--- src/hdl/fcs_pkg.sv ---
// constants shared by the clock source configuration block
// assumes a single 10 MHz clock and an apb master on the register side
// Operation
// bus clock divides source by 1,2,4,8
// band bit requests high or low range
// gain bit picks high gain or low power
// low power disables bypassed fll unless debugging
// source bit requests crystal or external clock
// reference clock output toggles only when enabled
// stop keeps reference only if enabled before
// coarse trim loads factory or 0x80 at reset
// larger coarse trim lengthens reference period
// fine trim loads factory or zero at reset
// fine trim set lengthens period one step
// band status follows select after synchronisation
// reserved band code write is ignored
// band codes low, mid, high; locked by low power
// default range uses factors 512, 1024, 1536
// max option uses factors 608, 1216, 1824
// reference status follows select after synchronisation
// mode status follows source select after synchronisation
// ready flag sets after oscillator start-up
// ready flag clears when enable or source cleared; code keeps it set if only enable clears in external mode after start-up
// source codes fll, internal, external; 11 means 00
// status fields pass a two-stage synchroniser; code synchronises band, reference and mode only
package fcs_pkg;
  // byte addresses of the registers
  localparam logic [7:0] FCS_ADDR_DIV_OSC = 8'h00;
  localparam logic [7:0] FCS_ADDR_TRIM = 8'h04;
  localparam logic [7:0] FCS_ADDR_STATUS = 8'h08;
  localparam logic [7:0] FCS_ADDR_SOURCE = 8'h0c;
  // field positions in the divider / oscillator register
  localparam int FCS_DIV_LSB = 6;
  localparam int FCS_BAND_BIT = 5;
  localparam int FCS_GAIN_BIT = 4;
  localparam int FCS_LP_BIT = 3;
  localparam int FCS_EREF_SEL_BIT = 2;
  localparam int FCS_EREF_EN_BIT = 1;
  localparam int FCS_EREF_STOP_BIT = 0;
  // field positions in the status / range register
  localparam int FCS_BAND_LSB = 6;
  localparam int FCS_DMX_BIT = 5;
  localparam int FCS_REFST_BIT = 4;
  localparam int FCS_MODE_LSB = 2;
  localparam int FCS_READY_BIT = 1;
  localparam int FCS_FINE_BIT = 0;
  // field positions in the source register
  localparam int FCS_SRC_LSB = 0;
  localparam int FCS_REFSEL_BIT = 2;
  // reset values
  localparam logic [7:0] FCS_DIV_OSC_RST = 8'h40;
  localparam logic [7:0] FCS_TRIM_DEBUG_RST = 8'h80;
  localparam logic [1:0] FCS_BAND_RST = 2'h0;
  localparam logic [1:0] FCS_SRC_RST = 2'h0;
  // codes
  localparam logic [1:0] FCS_CODE_FLL = 2'h0;
  localparam logic [1:0] FCS_CODE_INT = 2'h1;
  localparam logic [1:0] FCS_CODE_EXT = 2'h2;
  localparam logic [1:0] FCS_CODE_RSVD = 2'h3;
  // fll multiplication factors
  localparam logic [10:0] FCS_FAC_LOW = 11'h200;
  localparam logic [10:0] FCS_FAC_MID = 11'h400;
  localparam logic [10:0] FCS_FAC_HIGH = 11'h600;
  localparam logic [10:0] FCS_FAC_LOW_MAX = 11'h260;
  localparam logic [10:0] FCS_FAC_MID_MAX = 11'h4c0;
  localparam logic [10:0] FCS_FAC_HIGH_MAX = 11'h720;
  // synchroniser depth and divider width
  localparam int FCS_SYNC_STAGES = 2;
  localparam int FCS_DIV_CNT_W = 3;
  // stop tracking states
  typedef enum logic [1:0] {FCS_RUN, FCS_STOP_KEEP, FCS_STOP_OFF} fcs_stop_type;
endpackage

--- src/hdl/fcs_clock_config.sv ---
// control, trim and status registers of the internal clock generator
// assumes apb from a 10 MHz master, source ticks and reference level sampled on clock
//
// Local design decisions: the APB register port and the register offsets.
`timescale 1ns/1ps
`default_nettype none
module fcs_clock_config
  import fcs_pkg::*;
(
  input wire logic clock,
  input wire logic rst_n,
  // apb slave
  input wire logic psel,
  input wire logic penable,
  input wire logic pwrite,
  input wire logic [7:0] paddr,
  input wire logic [31:0] pwdata,
  output logic [31:0] prdata,
  output logic pready,
  output logic pslverr,
  // chip side
  input wire logic background_debug_mode,
  input wire logic stop_mode,
  input wire logic [7:0] factory_trim,
  input wire logic factory_fine_trim,
  input wire logic osc_startup_done,
  input wire logic src_clock_tick,
  input wire logic oscillator_output,
  // oscillator and clock consumers
  output logic osc_band_high,
  output logic osc_gain_high,
  output logic osc_crystal_req,
  output logic osc_enable,
  output logic fll_enable,
  output logic ext_ref_clock_out,
  output logic bus_clock_tick,
  output logic [8:0] ref_period_code,
  output logic [10:0] fll_factor,
  output logic [1:0] dco_band_active
);

  // maps a band and the max option onto the fll multiplier
  function automatic logic [10:0] fcs_factor(input logic [1:0] band, input logic dmx);
    logic [10:0] f;
    f = dmx ? FCS_FAC_LOW_MAX : FCS_FAC_LOW;
    case (band)
      FCS_CODE_FLL: f = dmx ? FCS_FAC_LOW_MAX : FCS_FAC_LOW;
      FCS_CODE_INT: f = dmx ? FCS_FAC_MID_MAX : FCS_FAC_MID;
      FCS_CODE_EXT: f = dmx ? FCS_FAC_HIGH_MAX : FCS_FAC_HIGH;
      default: f = dmx ? FCS_FAC_LOW_MAX : FCS_FAC_LOW;
    endcase
    return f;
  endfunction

  // folds the reserved source code onto the fll code
  function automatic logic [1:0] fcs_src_code(input logic [1:0] code);
    return (code == FCS_CODE_RSVD) ? FCS_CODE_FLL : code;
  endfunction

  // software visible state
  logic [7:0] div_osc_r; // divider and oscillator controls
  logic [7:0] trim_r; // coarse period trim
  logic fine_r; // fine period trim
  logic dmx_r; // maximum frequency option
  logic [1:0] band_sel_r; // requested dco band
  logic [1:0] src_sel_r; // clock source select
  logic ref_sel_r; // reference select, 1 = internal
  logic ready_r; // oscillator ready flag
  // two-stage synchronisers, first stage read only by second
  logic [1:0] band_s1_r;
  logic [1:0] band_st_r;
  logic [1:0] mode_s1_r;
  logic [1:0] mode_st_r;
  logic ref_s1_r;
  logic ref_st_r;
  // stop tracking
  fcs_stop_type stop_r;
  // bus divider
  logic [FCS_DIV_CNT_W-1:0] div_cnt_r;
  logic [FCS_DIV_CNT_W-1:0] div_mask;
  // output flops
  logic [31:0] prdata_r;
  logic eref_out_r;

  // field views
  logic [1:0] bus_clock_divider;
  logic fll_low_power;
  logic ext_source_select;
  logic ext_ref_enable;
  logic ext_ref_stop_enable;
  assign bus_clock_divider = div_osc_r[FCS_DIV_LSB+:2];
  assign fll_low_power = div_osc_r[FCS_LP_BIT];
  assign ext_source_select = div_osc_r[FCS_EREF_SEL_BIT];
  assign ext_ref_enable = div_osc_r[FCS_EREF_EN_BIT];
  assign ext_ref_stop_enable = div_osc_r[FCS_EREF_STOP_BIT];

  // bus decode
  logic setup_ph;
  logic wr_en;
  logic mapped;
  assign setup_ph = psel && !penable;
  assign mapped = (paddr == FCS_ADDR_DIV_OSC) || (paddr == FCS_ADDR_TRIM) ||
                  (paddr == FCS_ADDR_STATUS) || (paddr == FCS_ADDR_SOURCE);
  // zero wait states: read data is captured in the setup cycle
  assign pready = 1'b1;
  assign pslverr = psel && penable && !mapped;
  assign wr_en = psel && penable && pwrite && mapped;
  assign prdata = prdata_r;

  // write of each register
  logic wr_div;
  logic wr_trim;
  logic wr_stat;
  logic wr_src;
  assign wr_div = wr_en && (paddr == FCS_ADDR_DIV_OSC);
  assign wr_trim = wr_en && (paddr == FCS_ADDR_TRIM);
  assign wr_stat = wr_en && (paddr == FCS_ADDR_STATUS);
  assign wr_src = wr_en && (paddr == FCS_ADDR_SOURCE);

  // effective mode codes; external use decides the oscillator
  logic ext_mode;
  logic bypassed;
  logic ext_in_use;
  assign ext_mode = !ref_st_r || (mode_st_r == FCS_CODE_EXT);
  assign bypassed = (mode_st_r == FCS_CODE_INT) || (mode_st_r == FCS_CODE_EXT);
  assign ext_in_use = ext_ref_enable || ext_mode;

  // divider and oscillator register, reset to divide by two
  always_ff @(posedge clock) begin
    if (!rst_n) begin
      div_osc_r <= FCS_DIV_OSC_RST;
    end else if (wr_div) begin
      div_osc_r <= pwdata[7:0];
    end
  end

  // trim fields load from factory unless debugging at reset
  always_ff @(posedge clock) begin
    if (!rst_n) begin
      trim_r <= background_debug_mode ? FCS_TRIM_DEBUG_RST : factory_trim;
      fine_r <= background_debug_mode ? 1'b0 : factory_fine_trim;
    end else begin
      if (wr_trim) begin
        trim_r <= pwdata[7:0];
      end
      if (wr_stat) begin
        fine_r <= pwdata[FCS_FINE_BIT];
      end
    end
  end

  // band select and max option; a locked or reserved write keeps the band
  always_ff @(posedge clock) begin
    if (!rst_n) begin
      band_sel_r <= FCS_BAND_RST;
      dmx_r <= 1'b0;
    end else if (wr_stat) begin
      dmx_r <= pwdata[FCS_DMX_BIT];
      // low power locks the band; the reserved code is dropped
      if (!fll_low_power && (pwdata[FCS_BAND_LSB+:2] != FCS_CODE_RSVD)) begin
        band_sel_r <= pwdata[FCS_BAND_LSB+:2];
      end
    end
  end

  // source and reference select, fei after reset
  always_ff @(posedge clock) begin
    if (!rst_n) begin
      src_sel_r <= FCS_SRC_RST;
      ref_sel_r <= 1'b1;
    end else if (wr_src) begin
      src_sel_r <= fcs_src_code(pwdata[FCS_SRC_LSB+:2]);
      ref_sel_r <= pwdata[FCS_REFSEL_BIT];
    end
  end

  // status synchronisers: status reads never see a select the clock tree has not taken; the source register reads the raw selects
  always_ff @(posedge clock) begin
    if (!rst_n) begin
      band_s1_r <= FCS_BAND_RST;
      band_st_r <= FCS_BAND_RST;
      mode_s1_r <= FCS_CODE_FLL;
      mode_st_r <= FCS_CODE_FLL;
      ref_s1_r <= 1'b1;
      ref_st_r <= 1'b1;
    end else begin
      band_s1_r <= band_sel_r;
      band_st_r <= band_s1_r;
      mode_s1_r <= src_sel_r;
      mode_st_r <= mode_s1_r;
      ref_s1_r <= ref_sel_r;
      ref_st_r <= ref_s1_r;
    end
  end

  // oscillator ready flag; a start-up in the clearing cycle still sets it
  always_ff @(posedge clock) begin
    if (!rst_n) begin
      ready_r <= 1'b0;
    end else if (ext_in_use && ext_source_select && osc_startup_done) begin
      ready_r <= 1'b1;
    end else if (!ext_ref_enable || !ext_source_select) begin
      // a direct clock input has no start-up, so the flag drops
      ready_r <= 1'b0;
    end
  end

  // stop tracking: the keep decision is made at stop entry only
  always_ff @(posedge clock) begin
    if (!rst_n) begin
      stop_r <= FCS_RUN;
    end else begin
      case (stop_r)
        FCS_RUN: begin
          if (stop_mode) begin
            stop_r <= (ext_ref_enable && ext_ref_stop_enable) ? FCS_STOP_KEEP : FCS_STOP_OFF;
          end
        end
        FCS_STOP_KEEP, FCS_STOP_OFF: begin
          if (!stop_mode) begin
            stop_r <= FCS_RUN;
          end
        end
        default: stop_r <= FCS_RUN;
      endcase
    end
  end

  // oscillator runs in run mode when used, in stop only if kept
  always_comb begin
    case (stop_r)
      FCS_RUN: osc_enable = ext_in_use && !stop_mode;
      FCS_STOP_KEEP: osc_enable = 1'b1;
      FCS_STOP_OFF: osc_enable = 1'b0;
      default: osc_enable = 1'b0;
    endcase
  end

  // reference clock output follows the oscillator only while enabled
  always_ff @(posedge clock) begin
    if (!rst_n) begin
      eref_out_r <= 1'b0;
    end else begin
      eref_out_r <= ext_ref_enable && osc_enable && oscillator_output;
    end
  end
  assign ext_ref_clock_out = eref_out_r;

  // fll off in stop, and in bypass with low power unless debugging
  assign fll_enable = !stop_mode && !(fll_low_power && bypassed && !background_debug_mode);

  // oscillator controls straight from the register
  assign osc_band_high = div_osc_r[FCS_BAND_BIT];
  assign osc_gain_high = div_osc_r[FCS_GAIN_BIT];
  assign osc_crystal_req = ext_source_select;

  // one bus tick per 1, 2, 4 or 8 source ticks
  always_comb begin
    case (bus_clock_divider)
      2'h0: div_mask = 3'h0;
      2'h1: div_mask = 3'h1;
      2'h2: div_mask = 3'h3;
      2'h3: div_mask = 3'h7;
      default: div_mask = 3'h0;
    endcase
  end

  // divider count; the compare is masked too, so a new divider acts at once
  // and a stale count left by a wider divider cannot swallow a tick
  always_ff @(posedge clock) begin
    if (!rst_n) begin
      div_cnt_r <= '0;
    end else if (src_clock_tick) begin
      div_cnt_r <= (div_cnt_r + 3'h1) & div_mask;
    end
  end
  assign bus_clock_tick = src_clock_tick && ((div_cnt_r & div_mask) == 3'h0);

  // combined period code: larger means a longer period, fine bit is the lsb
  assign ref_period_code = {trim_r, fine_r};
  // the factor follows the band the dco really runs in
  assign fll_factor = fcs_factor(band_st_r, dmx_r);
  assign dco_band_active = band_st_r;

  // read data captured in the setup cycle
  always_ff @(posedge clock) begin
    if (!rst_n) begin
      prdata_r <= '0;
    end else if (setup_ph && !pwrite) begin
      case (paddr)
        FCS_ADDR_DIV_OSC: prdata_r <= {24'h0, div_osc_r};
        FCS_ADDR_TRIM: prdata_r <= {24'h0, trim_r};
        FCS_ADDR_STATUS: prdata_r <= {24'h0, band_st_r, dmx_r, ref_st_r, mode_st_r, ready_r, fine_r};
        FCS_ADDR_SOURCE: prdata_r <= {29'h0, ref_sel_r, src_sel_r};
        default: prdata_r <= '0; // unmapped reads return zero
      endcase
    end
  end
endmodule
`default_nettype wire

--- config.mk ---
export PLATFORM = sky130hd
export DESIGN_NAME = fcs_clock_config
export DESIGN_NICKNAME = d
export VERILOG_FILES = /design/src/hdl/fcs_pkg.sv /design/src/hdl/fcs_clock_config.sv
export SDC_FILE = /design/constraint.sdc
export NUM_CORES = 1
export LEC_CHECK = 0
export BUFFER_PORTS_ARGS = -buffer_cell sky130_fd_sc_hd__buf_2
export CAP_MARGIN = 20
export CORE_MARGIN = 10
export CORE_UTILIZATION = 45
export DETAILED_ROUTE_END_ITERATION = 8
export PLACE_DENSITY = 0.8
export SLEW_MARGIN = 20
export SYNTH_ARGS = -nofsm -noshare
export SYNTH_HDL_FRONTEND = slang
export SYNTH_SLANG_ARGS = --single-unit
--- constraint.sdc ---
create_clock -name clock -period 6.3 [get_ports clock]
set_clock_uncertainty 0.2 [all_clocks]
set_input_delay 1.89 -clock clock [delete_from_list [all_inputs] [get_ports clock]]
set_output_delay 1.89 -clock clock [all_outputs]
set_load 0.01 [all_outputs]
==> impl_metrics.yaml <==
clock_network:
  cts_root_buf: "clkbuf_8"
  ctsResizeCount: 0
  clock_path_buffers: 2
  cts_tree: "built"
  cts_inserted_buffers: 5
  htreeDepth: 2
  hold_buffers: 0
  clk_pin_slew_ns: 0.08
  cts_sinks: 48
  clock_latency_ns: 0.29
  post_cts_buffers: 0
layout:
  n_antenna_cell: 0
  stdcell_count: 391
  drive_gt1_share_pct: 24.3
  area_growth_syn_to_layout_pct: 15.1
  final_nets: 386
  final_cell_mix: "buf_2, nand2_1, dfxtp_1"
  final_common_cell: "buf_2"
  final_util_pct: 53.3
critical_path:
  rr_worst_depth: 6
  critical_path_required_ns: 4.21
  start_kind: "input port"
  crit_type: "input port to output pin"
  crit_fanout: 4
  crit_slowest_cell: "nor4_4"
  max_stage_delay_ns: 0.35
  ff2ff_setup_slack_ns: 4.83
  cpMostUsedCell: "buf_2"
  cp_cell_sequence: "buf_2 -> nor4_4 -> nand2_1 -> and3_1 -> buf_2"
  cp.arrival_ns: 2.81
  endpoint_kind: "output pin"
power:
  fin_total_pwr_uw: 557
  p_leak_nw: 1.30
  power.density_nw_per_um2: 206
  max-vdd-ir-drop_uv: 100
yosys:
  ys_seq_elements: 48
  dominantRegCellSynth: "dfxtp_1"
  syn_avg_cell_area_um2: 9.21
  synth_edf_count: 9
  synth_area_um2: 2350
  seq_area_frac_synth_pct: 44.8
  ys_types: 36
  syn_inst: 255
  synthArstFlopShare_pct: 0
  synth-warning-count: 0
global_routing:
  track_usage_pct: 13.3
  overflow: 0
  grt_pass1_wl_um: 9200
  grt_max_degree: 39
  grt_pass1_vias: 1966
  antenna_found_initial: 0
floorplan:
  core_area_um2: 5070
  die_area_um2: 8510
  die-width_um: 92.2
  ios: 122
  dieHeight_um: 92.2
  num_rows: 26
  start_util_pct: 46.3
place:
  pre_cts_slack_ns: 1.39
  hpwl_um: 4570
  placedCellCount: 383
  gp_congestion: 0.881
  portBuffers: 67
worst_hold_path:
  whs_path_depth: 1
  hp-class: "flip-flop to flip-flop"
run_status:
  status: "finished, final reports clean"
sta:
  worstMarginPinSlew_ns: 0.607
  max_freq_mhz: 204
  fin_setup_tns_ns: 0
  rsz0062_at_grt: "no"
  setup_viol: 0
  worst_slack_ns: 1.40
  slew_headroom_pct: 59.5
  post-route-period-util_pct: 77.8
  period_minus_slack_ns: 4.90
  slew_viol_final: 0
  final-hold-violation-count: 0
route:
  vias: 1853
  wirelength_um: 5680
  via_per_inst: 4.74
  drt_iter0_markers: 115
  drt-pass1-iter-count: 4
  drtAntennaViolNets: 0
  routedWlPerCell_um: 14.5
  drc: 0
flow_run:
  maxCapViolations: 0
where the power goes:
group / total (mW) / leakage (nW) / switching, mW / internal [mW]
Combinational: 0.0649 / 0.855 / 0.0413 / 0.0237
Sequential: 0.324 / 0.402 / 0.00385 / 0.320
Clock: 0.168 / 0.0399 / 0.0909 / 0.0773
Total: 0.557 / 1.30 / 0.136 / 0.421
cell type report:
type	instances	area, µm²
clock buffers	7	76.3
clock inverters	1	3.75
fillers	494	2370
inverters	11	41.3
multi-input cells	186	1100
flip-flops and latches	48	1050
well taps	70	87.6
repair buffers	68	343
routing by layer:
metal	wire length (µm)	up-vias	GRT usage (%)
met5	0	-	0
met4	55	0	3.86
met3	463	5	5.62
met2	2760	63	22.6
met1	2400	845	14.8
li1	-	940	-
through the flow:
stage | instance area, µm² | hold slack [ns]
CTS | 2700 | 0.223
global route | 2700 | 0.255
finish | 2700 | 0.225
floorplan | 2450 | 0.186
global placement | 2620 | 0.191
detailed placement | 2620 | 0.200
flip-flops by register name, summed over array words and instances, names as in the netlist:
name and flops:
div_osc_r 8, prdata 8, trim_r 8, div_cnt_r 3
band_s1_r 2, band_sel_r 2, dco_band_active 2, mode_s1_r 2
mode_st_r 2, src_sel_r 2, stop_r 2, dmx_r 1
ext_ref_clock_out 1, fine_r 1, ready_r 1, ref_s1_r 1
ref_sel_r 1, ref_st_r 1
kinds of logic after synthesis:
family | after synthesis | share of synthesized area (%)
fa+ha+maj | 7 | 3.73
mux | 10 | 5.86
buf+inv | 49 | 12.8
compound gates | 45 | 11.9
simple gates | 94 | 20.6
other cells | 2 | 0.320
flops | 48 | 44.8
path summary, 6_finish.rpt:
check                     from                end
setup / recovery      paddr[5]            pslverr
hold / removal        ref_s1_r           ref_st_r
setup reg to reg  mode_st_r[0]  ext_ref_clock_out
hold reg to reg       ref_s1_r           ref_st_r
critical path, delay by kind of cell:
| family | cells | cell delay [ns] |
|---|---|---|
| buffers and inverters | 2 | 0.24 |
| and+or+nand+nor | 3 | 0.67 |
cells in the mapped netlist, drive strengths merged (8+ instances only):
cell    number  area (µm²)
buf         32         238
and2         8        50.1
a22o         8        70.1
a21oi        8        40.0
inv         11        41.3
nor2        12        45.0
nand3        9        45.0
o21ai       21         105
dfxtp       39         781
nand2       40         150
edfxtp       9         270
(Power assumes the default switching activity.)
